**config.mk**
```make
export PLATFORM = sky130hd
export DESIGN_NAME = asb_host
export DESIGN_NICKNAME = d
export VERILOG_FILES = /design/src/asb_pkg.sv /design/src/asb_pins_if.sv /design/src/asb_sync.sv /design/src/asb_host.sv
export SDC_FILE = /design/constraint.sdc
export NUM_CORES = 1
export LEC_CHECK = 0
export BUFFER_PORTS_ARGS = -buffer_cell sky130_fd_sc_hd__clkbuf_2
export CAP_MARGIN = 10
export CORE_MARGIN = 1
export CORE_UTILIZATION = 30
export DETAILED_ROUTE_END_ITERATION = 16
export GPL_TIMING_DRIVEN = 0
export SETUP_SLACK_MARGIN = 0.3
export SYNTH_ARGS = -nofsm -noshare
export SYNTH_HDL_FRONTEND = slang
export SYNTH_SLANG_ARGS = --single-unit
```
**constraint.sdc**
```tcl
create_clock -name sys_clk -period 2 [get_ports sys_clk]
set_input_delay 0.2 -clock sys_clk [delete_from_list [all_inputs] [get_ports sys_clk]]
set_output_delay 0.2 -clock sys_clk [all_outputs]
set_load 0.01 [all_outputs]
```
**src/asb_pkg.sv**
```systemverilog
package asb_pkg;
    localparam int ADDR_W = 18;
    localparam int DATA_W = 16;
    localparam int LANE_W = 8;
    localparam int CLK_MHZ = 125;
    // Power-up wait before first access, in microseconds
    localparam int POWER_US = 100;
    localparam int POWER_CYC = POWER_US * CLK_MHZ;
    // Least times in ns, rounded up to whole 8 ns cycles
    localparam int CLK_NS = 8;
    localparam int T_RC_NS = 10;
    localparam int T_AA_NS = 10;
    localparam int T_PWE_NS = 7;
    localparam int T_HZWE_NS = 5;
    localparam int T_SD_NS = 5;
    // Two more cycles let the pad synchroniser see settled data
    localparam int RD_CYC = (T_AA_NS + CLK_NS - 1) / CLK_NS + 2;
    localparam int WR_CYC =
        ((T_HZWE_NS + T_SD_NS > T_PWE_NS ? T_HZWE_NS + T_SD_NS : T_PWE_NS)
        + CLK_NS - 1) / CLK_NS;
    localparam int CNT_W = 16;
    localparam logic [DATA_W-1:0] DATA_RST = 16'h0000;

    typedef enum logic [2:0] {
        ASB_POWER = 3'b000,
        ASB_IDLE = 3'b001,
        ASB_RD = 3'b011,
        ASB_WR = 3'b010,
        ASB_WR_END = 3'b110,
        ASB_RD_END = 3'b111
    } asb_state_t;
endpackage

```
**src/asb_pins_if.sv**
```systemverilog
`timescale 1ns/100ps
interface asb_pins_if;
    logic [asb_pkg::DATA_W-1:0] dq_in;
    logic [asb_pkg::DATA_W-1:0] dq_sync;
    modport ctl (output dq_in, input dq_sync);
    modport sync (input dq_in, output dq_sync);
endinterface

```
**src/asb_sync.sv**
```systemverilog
`timescale 1ns/100ps
module asb_sync #(
    parameter int WIDTH = 16
) (
    input wire logic sys_clk,
    input wire logic rst_n,
    input wire logic [WIDTH-1:0] din,
    output logic [WIDTH-1:0] dout
);
    typedef struct packed {
        logic [WIDTH-1:0] meta;
        logic [WIDTH-1:0] held;
    } asb_sync_st_t;
    asb_sync_st_t st;
    asb_sync_st_t next_st;

    always_comb
    begin
        next_st.meta = din;
        next_st.held = st.meta;
    end

    always_ff @(posedge sys_clk or negedge rst_n)
    begin
        if (!rst_n)
            st <= '0;
        else
            st <= next_st;
    end

    assign dout = st.held;
endmodule // asb_sync

```
**src/asb_host.sv**
```systemverilog
`timescale 1ns/100ps
// Function
// - A write needs all three low; the first to rise ends it.
// - Write data stays stable across the edge that ends the write.
// - Write strobe stays high through any read.
// - Address is valid no later than chip select falling on a read.
// - At least 100 us pass after power-up before the first access.
// - Strobe-controlled writes last bus turn-off plus data setup.
module asb_host #(
    parameter int POWER_CYCLES = asb_pkg::POWER_CYC
) (
    input wire logic sys_clk,
    input wire logic rst_n,
    input wire logic req_valid,
    input wire logic req_write,
    input wire logic [asb_pkg::ADDR_W-1:0] req_addr,
    input wire logic [1:0] req_lane,
    input wire logic [asb_pkg::DATA_W-1:0] req_wdata,
    output logic req_ready,
    output logic rd_valid,
    output logic [asb_pkg::DATA_W-1:0] rd_data,
    output logic [asb_pkg::ADDR_W-1:0] mem_addr,
    output logic chip_sel_n,
    output logic out_drive_n,
    output logic write_n,
    output logic low_byte_sel_n,
    output logic high_byte_sel_n,
    input wire logic [asb_pkg::DATA_W-1:0] dq_in,
    output logic [asb_pkg::DATA_W-1:0] dq_out,
    output logic [asb_pkg::DATA_W-1:0] dq_oe
);
    typedef struct packed {
        asb_pkg::asb_state_t state;
        logic [asb_pkg::CNT_W-1:0] cnt;
        logic ready;
        logic rvalid;
        logic [asb_pkg::DATA_W-1:0] rdata;
        logic [asb_pkg::ADDR_W-1:0] addr;
        logic cs_n;
        logic oe_n;
        logic we_n;
        logic [1:0] lane_n;
        logic [asb_pkg::DATA_W-1:0] wdata;
        logic [asb_pkg::DATA_W-1:0] oe;
    } asb_st_t;

    localparam logic [asb_pkg::CNT_W-1:0] PWR_LAST =
        asb_pkg::CNT_W'(POWER_CYCLES - 1);
    localparam logic [asb_pkg::CNT_W-1:0] RD_LAST =
        asb_pkg::CNT_W'(asb_pkg::RD_CYC - 1);
    localparam logic [asb_pkg::CNT_W-1:0] WR_LAST =
        asb_pkg::CNT_W'(asb_pkg::WR_CYC - 1);
    localparam int LANES = asb_pkg::DATA_W / asb_pkg::LANE_W;

    // Pins released and the power wait armed
    localparam asb_st_t ST_RST = '{
        state: asb_pkg::ASB_POWER,
        cnt: '0,
        ready: 1'b0,
        rvalid: 1'b0,
        rdata: '0,
        addr: '0,
        cs_n: 1'b1,
        oe_n: 1'b1,
        we_n: 1'b1,
        lane_n: 2'b11,
        wdata: asb_pkg::DATA_RST,
        oe: '0
    };

    asb_st_t st;
    asb_st_t next_st;
    asb_pins_if pins ();
    logic [asb_pkg::DATA_W-1:0] lane_mask;
    logic [asb_pkg::DATA_W-1:0] req_mask;
    logic take;

    assign pins.dq_in = dq_in;

    // Lane code 00 carries nothing and is dropped
    assign take = req_valid && req_lane != 2'b00;

    // Pad data is asynchronous to sys_clk
    asb_sync #(
        .WIDTH(asb_pkg::DATA_W)
    ) u_sync (
        .sys_clk(sys_clk),
        .rst_n(rst_n),
        .din(pins.dq_in),
        .dout(pins.dq_sync)
    );

    // Byte lanes behave alike, one copy each
    for (genvar i = 0; i < LANES; i++)
    begin : g_lane
        assign lane_mask[i*asb_pkg::LANE_W +: asb_pkg::LANE_W] =
            {asb_pkg::LANE_W{~st.lane_n[i]}};
        assign req_mask[i*asb_pkg::LANE_W +: asb_pkg::LANE_W] =
            {asb_pkg::LANE_W{req_lane[i]}};
    end

    always_comb
    begin
        next_st = st;
        next_st.rvalid = 1'b0;
        case (st.state)
            asb_pkg::ASB_POWER:
            begin
                // Pins stay released until the wait runs out
                next_st.cnt = st.cnt + 1'b1;
                if (st.cnt == PWR_LAST)
                begin
                    next_st.state = asb_pkg::ASB_IDLE;
                    next_st.ready = 1'b1;
                end
            end
            asb_pkg::ASB_IDLE:
            begin
                // Standby between accesses; lines released
                if (take)
                begin
                    next_st.ready = 1'b0;
                    next_st.addr = req_addr;
                    next_st.cs_n = 1'b0;
                    next_st.lane_n = ~req_lane;
                    next_st.cnt = '0;
                    if (req_write)
                    begin
                        next_st.state = asb_pkg::ASB_WR;
                        next_st.we_n = 1'b0;
                        // Output drive off so the lines never fight
                        next_st.oe_n = 1'b1;
                        next_st.wdata = req_wdata;
                        // Only selected lanes driven
                        next_st.oe = req_mask;
                    end
                    else
                    begin
                        next_st.state = asb_pkg::ASB_RD;
                        next_st.we_n = 1'b1;
                        next_st.oe_n = 1'b0;
                        next_st.oe = '0;
                    end
                end
            end
            asb_pkg::ASB_RD:
            begin
                next_st.cnt = st.cnt + 1'b1;
                // Two cycles past access time cover the synchroniser
                if (st.cnt == RD_LAST)
                begin
                    next_st.state = asb_pkg::ASB_RD_END;
                    // Unselected lanes read back as zero
                    next_st.rdata = pins.dq_sync & lane_mask;
                    next_st.rvalid = 1'b1;
                    next_st.cs_n = 1'b1;
                    next_st.oe_n = 1'b1;
                    next_st.lane_n = 2'b11;
                end
            end
            asb_pkg::ASB_WR:
            begin
                // Pulse covers turn-off plus data setup
                next_st.cnt = st.cnt + 1'b1;
                if (st.cnt == WR_LAST)
                begin
                    // Strobe rises first and ends the write
                    next_st.state = asb_pkg::ASB_WR_END;
                    next_st.we_n = 1'b1;
                end
            end
            asb_pkg::ASB_WR_END:
            begin
                // Data held one cycle past the ending edge
                next_st.cs_n = 1'b1;
                next_st.lane_n = 2'b11;
                next_st.oe = '0;
                next_st.state = asb_pkg::ASB_RD_END;
            end
            asb_pkg::ASB_RD_END:
            begin
                // Recovery cycle keeps the cycle time above minimum
                next_st.state = asb_pkg::ASB_IDLE;
                next_st.ready = 1'b1;
            end
            default:
            begin
                // Illegal code restarts from safe values and waits again
                next_st = ST_RST;
            end
        endcase
    end

    always_ff @(posedge sys_clk or negedge rst_n)
    begin
        if (!rst_n)
            st <= ST_RST;
        else
            st <= next_st;
    end

    assign req_ready = st.ready;
    assign rd_valid = st.rvalid;
    assign rd_data = st.rdata;
    assign mem_addr = st.addr;
    assign chip_sel_n = st.cs_n;
    assign out_drive_n = st.oe_n;
    assign write_n = st.we_n;
    assign low_byte_sel_n = st.lane_n[0];
    assign high_byte_sel_n = st.lane_n[1];
    assign dq_out = st.wdata;
    assign dq_oe = st.oe;
endmodule // asb_host

```
-- Word level (Yosys, flattened, before mapping)
Cells that the tools add are included.
- output and inout bits: 73
- bits in registers: 124
- reduce and logical (&&, ||, !) cells: 22
- $add $sub $neg: 1
- muxes and demuxes: 24
- equal/unequal tests: 13
- bitwise operators: 12
- operators with widths (cell ; count):
    case mux 16 bit (2 select lines) ; 2
    two-way mux 55 bit ; 1
    case mux 16 bit (3 select lines) ; 1
    case mux 18 bit (2 select lines) ; 1
    case mux 17 bit (2 select lines) ; 1
    two-way mux 16 bit ; 2
    two-way mux 20 bit ; 1
    case mux 3 bit (6 select lines) ; 1
    two-way mux 17 bit ; 1
    adder 16 x 1 -> 16 bit (second input constant) ; 1
    bitwise AND 16 bit ; 1
    == test 16 x 1 -> 1 bit (second input constant) ; 1
    == test 16 x 14 -> 1 bit (second input constant) ; 1
    == test 16 x 2 -> 1 bit (second input constant) ; 1
    AND reduction 3 bit ; 5
    OR reduction 4 bit ; 3
    inequality test 2 bit (second input constant) ; 5
    NOT 1 bit ; 10
    OR reduction 5 bit ; 2
    two-way mux 3 bit ; 3
    case mux 1 bit (3 select lines) ; 3
    OR reduction 3 bit ; 3
    AND reduction 2 bit ; 4
    == test 3 x 2 -> 1 bit (second input constant) ; 2
    12 further kinds ; 16

-- Longest topological paths before layout
Gate-level depths: netlist (run 1).
- depth in word-level cells: 4
- mapped depth: 7

-- Cells and area by module
Synthesis (run 1) repeated with hierarchy kept, for this count alone.
- cells, all modules: 408
- area, all modules: 4733.3 um^2
- by module, submodules not included (module ; sequential area each (um^2) ; cells an instance ; area an instance (um^2) ; times used):
    asb_host ; 1958.1 ; 376 ; 3932.5 ; 1
    asb_sync ; 800.8 ; 32 ; 800.8 ; 1

-- Worst setup path before layout (run 1)
OpenSTA, ideal clock, no wires.
- path kind: register -> register
- from: register st[77] (netlist name)
- to: register st (netlist bit rd_data[10])
- path slack: 155 ps
- arrival: 1765 ps
- stages on the path, launching flop included: 6
- buffers on the path: 1
- required time: 1921 ps
- cell sequence: dfrtp_1 nor4_2 nand2_1 nor4_4 buf_6 mux2i_1
- longest elaborated chain between the ends: 3
- ends and longest elaborated chain (element ; line ; text):
    start, declared ; asb_host.sv:71 ; asb_st_t st;
    start signal, assigned ; asb_host.sv:199 ; st <= next_st;
    == test 16 x 2 -> 1 bit ; asb_host.sv:150 ; if (st.cnt == RD_LAST)
    inequality test 2 bit (no source line) ; n/a ;
    AND reduction 2 bit (no source line) ; n/a ;
Every way passes these cells.
A chain may end at the register's enable or synchronous reset.

==> flow_summary.json, run 1 <==
{
  "outcome": "finished clean",
  "fin_worst_skew_ns": 0.0106,
  "worst-endpoint-arrival_ns": 2.18,
  "cts-root-to-sink-buffers": 2,
  "worst_hold_slack_ns": 0.0602,
  "worst-r2r-setup-slack_ns": 0.09,
  "die_width_um": 130,
  "diodes": 0,
  "track_usage_pct": 14.3,
  "synth_edf_count": 0,
  "maxSlewHeadroom_pct": 40.8,
  "clk_pin_slew_ns": 0.07,
  "totalPowerFinal_mw": 8.41,
  "io_pins": 129,
  "yosys_warnings": 0,
  "timing.critical_path.slowest_stage_cell": "or4b_1",
  "worstHoldPathType": "in2reg",
  "via_count": 3870,
  "clk_latency_ns": 0.35,
  "netlist_area_um2": 4900,
  "timing.final.crit_period_ns": 1.91,
  "ant_nets": 0,
  "cts_tree": "yes",
  "final_critical_path_setup_slack_ns": 0.0932,
  "dp_hpwl_mm": 8.03,
  "dr.pass1.iters": 5,
  "placementRows": 46,
  "wl_per_cell_um": 13.8,
  "final-setup-viol-count": 0,
  "power_dens_cells_nw_per_um2": 1250,
  "path_class": "reg2reg",
  "cts_buffers": 9,
  "grt_max_degree": 111,
  "synthFlopType": "dfrtp_1",
  "max_frequency_ghz": 0.524,
  "grt_antenna_before_repair": 0,
  "final.fill_count": 1550,
  "synth.avg_cell_area_um2": 10.8,
  "critical_path.endpoint_type": "flip-flop",
  "die_h_um": 130,
  "async_reset_ff_share_pct": 100,
  "drt_iter0_drc": 142,
  "start_util_pct": 30.8,
  "avgViaCountPerCell": 4.53,
  "leakage_nw": 3.33,
  "fp.dieArea_um2": 16800,
  "cap_violations": 0,
  "critical_path.startpoint_type": "flip-flop",
  "remaining_drc_errors": 0,
  "number_of_clock_sinks": 110,
  "areaGrowthSynthToFinish_pct": 37.8,
  "num-nets-final": 691,
  "grt_first_pass_wirelength_mm": 18.5,
  "unrepaired_setup_endpoints_after_global_routing": "yes",
  "numPortBuffers": 128,
  "fp.coreArea_um2": 15900,
  "synthesis.instances": 455,
  "cts.root.buffer_cell": "clkbuf_16",
  "synth_fp_nets": 513,
  "crit_path_largest_cell_delay_ns": 0.47,
  "final-hold-violation-count": 0,
  "worst_pin_slew_ns": 0.889,
  "path_cells": "or4b_1 -> or3_4 -> or4_4 -> a21oi_2",
  "netlist-cell-type-count": 48,
  "crit_path_max_fanout": 5,
  "post_route_cells_drive_above_1_share_pct": 45.8,
  "ys_seq_area_share_pct": 56.3,
  "worstPathRequired_ns": 2.27,
  "portion_of_the_clock_cycle_consumed_by_the_worst_path_in_the_final_layout_pct": 95.3,
  "cts_max_level": 3,
  "gp_congestion": 0.858,
  "worst_ir_drop_vdd_mv": 0.624,
  "finalMaxSlewViolations": 0,
  "place_worst_setup_slack_ns": -0.242,
  "timing.setup.tns_ns": 0,
  "ys_seq_elements": 110,
  "remaining_overflow_grt": 0,
  "wirelength_mm": 11.8,
  "grt_pass1_vias": 3660
}
[power by group]
part	switching [mW]	internal [mW]	total (mW)
logic	1.81	1.78	3.59
registers	0.298	2.68	2.98
clock network	0.824	1.02	1.84
[routing by layer]
metal / track usage, % / wire [um] / up-vias
li1: - / - / 1857
met1: 18.5 / 5400 / 1879
met2: 23.0 / 5520 / 124
met3: 4.14 / 740 / 10
met4: 4.45 / 106 / 0
met5: 0 / 0 / -
[sequential cells by signal (all words and copies together), names as in the netlist, named ones only]
name             count
st                  18
u_sync.next_st      16
req_ready            1
chip_sel_n           1
rd_valid             1
dq_out              16
high_byte_sel_n      1
u_sync.dout         16
dq_oe                2
rd_data             16
write_n              1
out_drive_n          1
mem_addr            18
low_byte_sel_n       1
[logic make-up after synthesis]
kind of cell,share of synthesized area (%)
adders and majority gates,0.511
buffers and inverters,12.5
xor gates and xnor gates,0.716
DFF,56.3
muxes,3.47
and+or+nand+nor,16.3
AOI/OAI and AO/OA,10.1
[layout make-up]
type                    instances  area [um^2]  share of cell area [%]
clock inverters                 5         63.8                   0.945
inverters                       5         18.8                   0.278
clock buffers                  11          243                    3.60
repair buffers                167         1020                    15.1
plain buffers                  89          652                    9.66
flip-flops and latches        110         2760                    40.9
well taps                     216          270                    4.00
multi-input cells             251         1720                    25.5
[metrics by stage]
stage	utilization [%]	instances	instance area (um^2)
finish	42.5	854	6750
global route	42.5	854	6750
CTS	41.7	852	6630
detailed placement	36.8	799	5840
global placement	36.7	799	5830
floorplan	-	455	4920
[cell usage after synthesis, types with 4 or more instances]
master | number | area, um^2
a21oi_1 | 13 | 65.1
a22o_1 | 17 | 149
a2bb2oi_1 | 4 | 35.0
buf_2 | 5 | 25.0
buf_4 | 66 | 495
clkbuf_1 | 14 | 52.6
dfrtp_1 | 105 | 2630
dfstp_2 | 5 | 131
inv_1 | 5 | 18.8
mux2i_1 | 17 | 170
nand2_1 | 70 | 263
nand2b_1 | 19 | 119
nand3_1 | 27 | 135
nor2_1 | 12 | 45.0
o21ai_0 | 12 | 60.1
o31ai_1 | 4 | 30.0
or3_1 | 7 | 43.8
or4_1 | 5 | 37.5
[repair_timing]
action                                  4_1_cts  5_1_grt
endpoints found under the hold margin        36        0
resized for setup                            51       35
setup buffers                                17        2
pin swaps                                    14       13
hold buffers                                 17        0
endpoints found under the setup margin       72       65
cloned                                        3        0
[cells in the final DEF, fill, tap and decap left out, types with 5 or more instances in the layout]
cell type      Yosys  final
a21oi_1           13     12
dfrtp_1          105    102
dfstp_2            5      5
clkbuf_2           0    132
clkbuf_16          0      9
or3_1              7      6
mux2i_1           17     17
nand2_1           70     68
nor2_1            12      8
o21ai_0           12      7
dlygate4sd3_1      0     17
nand2b_1          19     19
buf_6              1     10
a22o_1            17     17
buf_4             66     80
nand3_1           27     26
inv_1              5      5
[worst max-delay path: cells and delay by family, from the launching register on]
family / cells / cell delay, ns
flops: 1 / 0.44
simple gates: 3 / 1.23
compound gates: 1 / 0.15
[worst paths after layout]
| check | start | endpoint | depth (start not counted) |
|---|---|---|---|
| max | flip-flop | req_ready | 4 |
| min in group asynchronous | rst_n | u_sync.dout[0] | 2 |
| max in group asynchronous | rst_n | st[77] | 2 |
| min | req_wdata[5] | dq_out[5] | 2 |
| min reg2reg | u_sync.next_st[5] | u_sync.dout[5] | 0 |
| max reg2reg | flip-flop | req_ready | 4 |
Note: power is estimated with default switching activity, not from simulation.
==> run 2, diff against run 1 <==
- ABC_AREA: not set -> 1
- CTS_CLUSTER_DIAMETER: not set -> 120
==> run 2 against run 1 <==
The flow now finishes with violations (hold timing); non-clock buffer count is 26 lower; register-to-register slack better by 0.29 ns; total power is 2.8% higher; critical path type unchanged.
==> flow_summary.json, run 2 <==
{
  "outcome": "finished, violations left",
  "violated_checks": "hold timing",
  "path_class": "reg2reg",
  "worst-r2r-setup-slack_ns": 0.38,
  "wirelength_mm": 10.7,
  "final-setup-viol-count": 0,
  "cell_internal_pwr_mw": 5.42,
  "worst_hold_slack_ns": -0.0345,
  "numPortBuffers": 128,
  "die_h_um": 129,
  "power_frac_seq_pct": 37.2,
  "timing.final.crit_period_ns": 1.62,
  "critical_path.endpoint_type": "flip-flop",
  "regToRegEndpoint": "st[84]",
  "synth_fp_nets": 596,
  "num-nets-final": 759,
  "yosysMostFrequentCell": "nand2_1",
  "cts.root.buffer_cell": "clkbuf_16",
  "areaGrowthSynthToFinish_pct": 31.7,
  "multi_input_comb_area_um2": 1440,
  "ys_seq_area_share_pct": 57.1,
  "cap_violations": 0,
  "cts_max_level": 3,
  "remaining_drc_errors": 0,
  "avgViaCountPerCell": 4.15,
  "cts-root-to-sink-buffers": 2,
  "track_usage_pct": 13.6,
  "critical_path.startpoint_type": "flip-flop",
  "dr.pass1.iters": 7,
  "async_reset_ff_share_pct": 100,
  "die_width_um": 129,
  "netlist_top_cells_area": "dfrtp_1 (54%), nand2_1 (12%), buf_4 (10%), nand3_1 (4.8%), o21ai_0 (3.4%)",
  "worst_ir_drop_vdd_mv": 0.767,
  "grt_first_pass_wirelength_mm": 17.5,
  "power.combinational.fraction_pct": 42.2,
  "fp.coreArea_um2": 15800,
  "count_of_placed_standard_cells_including_taps": 882,
  "synth.avg_cell_area_um2": 8.99,
  "finalMaxSlewViolations": 0,
  "p_sw_mw": 3.23,
  "dp_hpwl_mm": 7.60,
  "remaining_overflow_grt": 0,
  "worstPathRequired_ns": 2.29,
  "wl_per_cell_um": 11.6,
  "cts_buffers": 9,
  "final-hold-violation-count": 54,
  "worstSetupEndpoint": "st[84]",
  "clk_pin_slew_ns": 0.07,
  "start_util_pct": 30.5,
  "power_dens_cells_nw_per_um2": 1360,
  "yosys_warnings": 0,
  "fp.dieArea_um2": 16600,
  "clk_latency_ns": 0.35,
  "placementRows": 46,
  "unrepaired_setup_endpoints_after_global_routing": "yes",
  "fin_worst_skew_ns": 0.00856,
  "final.fill_count": 1608,
  "post_route_cells_drive_above_1_share_pct": 35.7,
  "cts_tree": "yes",
  "synth.top_cells.by_count": "nand2_1 (160), dfrtp_1 (105), buf_4 (67), nand3_1 (46), nor2_1 (39)",
  "layout_common_cells": "nand2_1 (160), clkbuf_2 (128), dfrtp_1 (102), buf_4 (78), nand3_1 (45)",
  "netlist-cell-type-count": 25,
  "worstHoldPathType": "in2async",
  "synth_edf_count": 0,
  "synthFlopType": "dfrtp_1",
  "diodes": 0,
  "via_count": 3830,
  "leakage_nw": 3.48,
  "worst_pin_slew_ns": 0.874,
  "maxSlewHeadroom_pct": 41.8,
  "layout.cells.non_filler": 922,
  "grt_max_degree": 111,
  "reg2regPathDepth": 10,
  "crit_path_max_fanout": 10,
  "ant_nets": 0,
  "drt_iter0_drc": 201,
  "grt_antenna_before_repair": 0,
  "netlist.top_cell.by_area": "dfrtp_1",
  "layout_commonest_cell": "nand2_1",
  "number_of_clock_sinks": 110,
  "grt_pass1_vias": 3539,
  "netlist_area_um2": 4830,
  "max_frequency_ghz": 0.618,
  "synthesis.instances": 538,
  "gp_congestion": 0.813,
  "area.sequential_um2": 2760,
  "io_pins": 129,
  "worst-endpoint-arrival_ns": 1.91,
  "portion_of_the_clock_cycle_consumed_by_the_worst_path_in_the_final_layout_pct": 80.9,
  "ys_seq_elements": 110,
  "power_switching_share_pct": 37.3,
  "share_clk_of_total_power_pct": 20.6,
  "synth_top_area_share_pct": 54.3
}
[run 2: cell count changes in the layout (fill, tap and decap cells not counted), sizes merged, moves of 5 or more]
| cell | before | now |
|---|---|---|
| mux2i | 17 | 0 |
| clkbuf | 152 | 143 |
| buf | 98 | 81 |
| nor2 | 12 | 42 |
| or3 | 7 | 0 |
| o21ai | 13 | 35 |
| nand3 | 27 | 47 |
| or4 | 5 | 0 |
| inv | 7 | 34 |
| nand2b | 19 | 0 |
| nand2 | 70 | 162 |
| a22o | 17 | 0 |
[run 2: cells by family (layout without fill, tap and decap cells)]
family / Yosys count / in the layout / synth area share, %
adder cells (fa/ha/maj): 2 / 2 / 0.518
flip-flops: 110 / 110 / 57.1
XOR/XNOR: 4 / 4 / 0.725
AO/OA/AOI/OAI: 52 / 52 / 5.46
buffers and inverters: 111 / 279 / 14.1
AND/OR/NAND/NOR: 259 / 259 / 22.1
[run 2: repair_timing]
action                     in CTS  in global routing
resized for setup              18                 13
pin swaps                       1                  1
hold endpoints to repair       16                  0
buffers inserted                4                  4
setup endpoints to repair      69                 60
hold buffers                   16                  0
[run 2: worst min-delay path by stage]
stage | cells after the start | to
3_5_place_dp | 1 | u_sync.next_st[11]
4_1_cts | 1 | rd_data[4]
5_1_grt | 1 | u_sync.dout[5]
3_3_place_gp | 1 | u_sync.next_st[6]
2_1_floorplan | 0 | asynchronous set/reset pin
6_report | 1 | u_sync.next_st[5]
[run 2: power groups by stage]
stage	clock network (mW)	registers (mW)	logic, mW
2_1_floorplan	0	3.18	2.32
3_5_place_dp	0	3.25	3.47
4_1_cts	1.84	3.23	3.62
5_1_grt	1.93	3.30	4.08
3_3_place_gp	0	3.25	3.43
6_report	1.78	3.22	3.65
[run 2: layout make-up]
class,count,share of cell area (%)
clock inverters,6,0.904
multi-input cells,317,22.6
well taps,216,4.25
inverters,33,2.10
repair buffers,152,13.9
flip-flops and latches,110,43.4
clock buffers,10,3.75
plain buffers,78,9.16
[run 2: routing by layer]
| layer | vias to the layer above | wire (um) | GRT usage [%] |
|---|---|---|---|
| met3 | 9 | 536 | 3.62 |
| met4 | 0 | 111 | 4.91 |
| met2 | 95 | 4960 | 20.9 |
| met5 | - | 0 | 0 |
| li1 | 1968 | - | - |
| met1 | 1758 | 5070 | 18.3 |
[run 2: critical path, cell delays in order (launching register included)]
cell	delay, ns
dfrtp_2	0.46
inv_4	0.10
nand3_4	0.11
inv_4	0.10
nand2_2	0.09
nand2_1	0.10
nor2_2	0.05
inv_2	0.15
buf_4	0.22
o21ai_0	0.10
nor2_1	0.08
[run 2: per-stage QoR]
| step | util (%) | total power, mW | area [um^2] | TNS, ns | setup WS (ns) |
|---|---|---|---|---|---|
| finish | 40.2 | 8.65 | 6370 | 0 | 0.382 |
| global route | 40.2 | 9.32 | 6370 | 0 | 0.269 |
| CTS | 39.9 | 8.69 | 6310 | 0 | 0.302 |
| detailed placement | 36.4 | 6.71 | 5750 | -1.84 | -0.192 |
| global placement | 36.3 | 6.68 | 5750 | -98.98 | -0.925 |
| floorplan | - | 5.50 | 4830 | 0 | 0.388 |
==> run 3, diff against run 2 <==
- clock period: 2 -> 1.57 ns (I/O delays scaled with it)
==> run 3 against run 2 <==
The run now ends clean; largest power group unchanged; total power increased by 57%; non-clock buffer count increased by 58; utilization increased by 8.0 points; routed wire length increased by 17%; highest routed layer unchanged; critical path type unchanged.
==> flow_summary.json, run 3 (synthesized netlist as in run 2, its figures left out) <==
{
  "worstHoldPathType": "in2reg",
  "cap_violations": 0,
  "critical_path.startpoint_type": "flip-flop",
  "start_util_pct": 30.5,
  "max_frequency_ghz": 0.669,
  "crit_path_largest_cell_delay_ns": 0.45,
  "gp_congestion": 0.903,
  "leakage_nw": 3.96,
  "number_of_clock_sinks": 110,
  "critical_path.endpoint_type": "flip-flop",
  "worst_ir_drop_vdd_mv": 0.824,
  "ant_nets": 0,
  "io_pins": 129,
  "path_buf_inv": 3,
  "timing.critical_path.slowest_stage_cell": "dfrtp_2",
  "num-nets-final": 817,
  "areaGrowthSynthToFinish_pct": 57.7,
  "worstPathRequired_ns": 1.81,
  "cts_max_level": 3,
  "outcome": "finished clean",
  "grt_max_degree": 111,
  "cts-root-to-sink-buffers": 2,
  "grt_first_pass_wirelength_mm": 19.4,
  "timing.final.crit_period_ns": 1.50,
  "final-hold-violation-count": 0,
  "cts_tree": "yes",
  "diodes": 0,
  "placementRows": 46,
  "timing.critical_path.max_delay_family": "simple AND/OR/NAND/NOR gates",
  "avgViaCountPerCell": 4.35,
  "crit_path_max_fanout": 10,
  "portion_of_the_clock_cycle_consumed_by_the_worst_path_in_the_final_layout_pct": 95.3,
  "worst_pin_slew_ns": 0.816,
  "post_route_cells_drive_above_1_share_pct": 49.9,
  "final-setup-viol-count": 0,
  "unrepaired_setup_endpoints_after_global_routing": "yes",
  "dr.pass1.iters": 4,
  "dp_hpwl_mm": 7.43,
  "wl_per_cell_um": 12.7,
  "cts.root.buffer_cell": "clkbuf_16",
  "fp.dieArea_um2": 16600,
  "die_width_um": 129,
  "worst-endpoint-arrival_ns": 1.74,
  "path_cells": "nand3_4 -> inv_4 -> nand2_8 -> nand2_4 -> nor2_4 -> inv_6 -> clkbuf_16 -> o21ai_1 -> nand2_1",
  "drt_iter0_drc": 235,
  "clk_pin_slew_ns": 0.07,
  "path_class": "reg2reg",
  "finalMaxSlewViolations": 0,
  "layout_commonest_cell": "nand2_1",
  "grt_pass1_vias": 3959,
  "remaining_overflow_grt": 0,
  "power_dens_cells_nw_per_um2": 1780,
  "finalCoreUtilization_pct": 48.2,
  "cts_buffers": 9,
  "grt_antenna_before_repair": 0,
  "wirelength_mm": 12.5,
  "die_h_um": 129,
  "layout_common_cells": "nand2_1 (134), clkbuf_2 (112), dfrtp_1 (100), buf_4 (87), buf_6 (50)",
  "via_count": 4261,
  "fin_worst_skew_ns": 0.0102,
  "track_usage_pct": 15.0,
  "maxSlewHeadroom_pct": 45.6,
  "fp.coreArea_um2": 15800,
  "worst_hold_slack_ns": 0.0111,
  "remaining_drc_errors": 0,
  "clk_latency_ns": 0.35,
  "numPortBuffers": 128
}
run 3: cell types whose count changed in the layout (fill, tap and decap cells not counted), moves of 12 or more:
cell and delta:
nand3_1 -21, o21ai_0 -24, clkbuf_2 -16, nand2_1 -26
nor2_1 -13, buf_6 +48, nand2_2 +17, nand3_2 +18
o21ai_1 +20, nor2_4 +12
run 3: worst min-delay path, cell delays in order:
cell      delay, ns
clkbuf_2       0.08
nand2_1        0.04
nand2_1        0.05
run 3: repair_timing:
item,4_1_cts,5_1_grt
setup buffers,38,14
hold endpoints to repair,131,0
endpoints found under the setup margin,94,98
cloned,1,2
pin swaps,28,26
hold buffers,27,0
resized for setup,80,109
run 3: power by group:
part           switching (mW)  total, mW  internal, mW
Clock                    1.07       2.20          1.13
Sequential              0.464       4.07          3.61
Combinational            3.53       7.31          3.78
run 3: layout make-up:
| type | instances | area, um^2 |
|---|---|---|
| fill | 1442 | 8200 |
| sequential | 110 | 2770 |
| multi-input combinational | 317 | 1870 |
| timing repair buffer | 210 | 1560 |
| buffer | 78 | 724 |
| tap | 216 | 270 |
| clock buffer | 10 | 239 |
| inverter | 33 | 154 |
| clock inverter | 6 | 46.3 |
run 3: per-layer routing:
layer / vias to the layer above / global-route usage (%) / wire (um)
met5: - / 0 / 0
li1: 2079 / - / -
met4: 0 / 5.12 / 199
met3: 17 / 3.37 / 668
met1: 2038 / 20.1 / 5620
met2: 127 / 23.8 / 6000
run 3: stage by stage:
| stage | TNS, ns | cells | worst slack (ns) | power [mW] | instance area (um^2) |
|---|---|---|---|---|---|
| after floorplan | 0 | 538 | 0.118 | 7.42 | 5010 |
| after global placement | -139.03 | 882 | -1.50 | 8.91 | 5920 |
| after detailed placement | -4.11 | 882 | -0.200 | 8.97 | 5930 |
| after CTS | 0 | 964 | 0.104 | 12.5 | 7110 |
| after global routing | -0.343 | 980 | -0.0364 | 14.5 | 7620 |
| final | 0 | 980 | 0.0742 | 13.6 | 7620 |
run 3: path summary, 6_finish.rpt:
check | to | cells past startpoint | slack, ns | start
worst min-delay path | dq_out[4] | 3 | 0.01 | req_wdata[4]
worst max-delay path | dq_out[13] | 9 | 0.07 | st[89]
worst min register to register | u_sync.dout[0] | 0 | 0.35 | u_sync.next_st[0]
max in group asynchronous | st[91] | 2 | 0.53 | rst_n
min in group asynchronous | rd_data[2] | 2 | 0.43 | rst_n
worst max register to register | dq_out[13] | 9 | 0.07 | st[89]
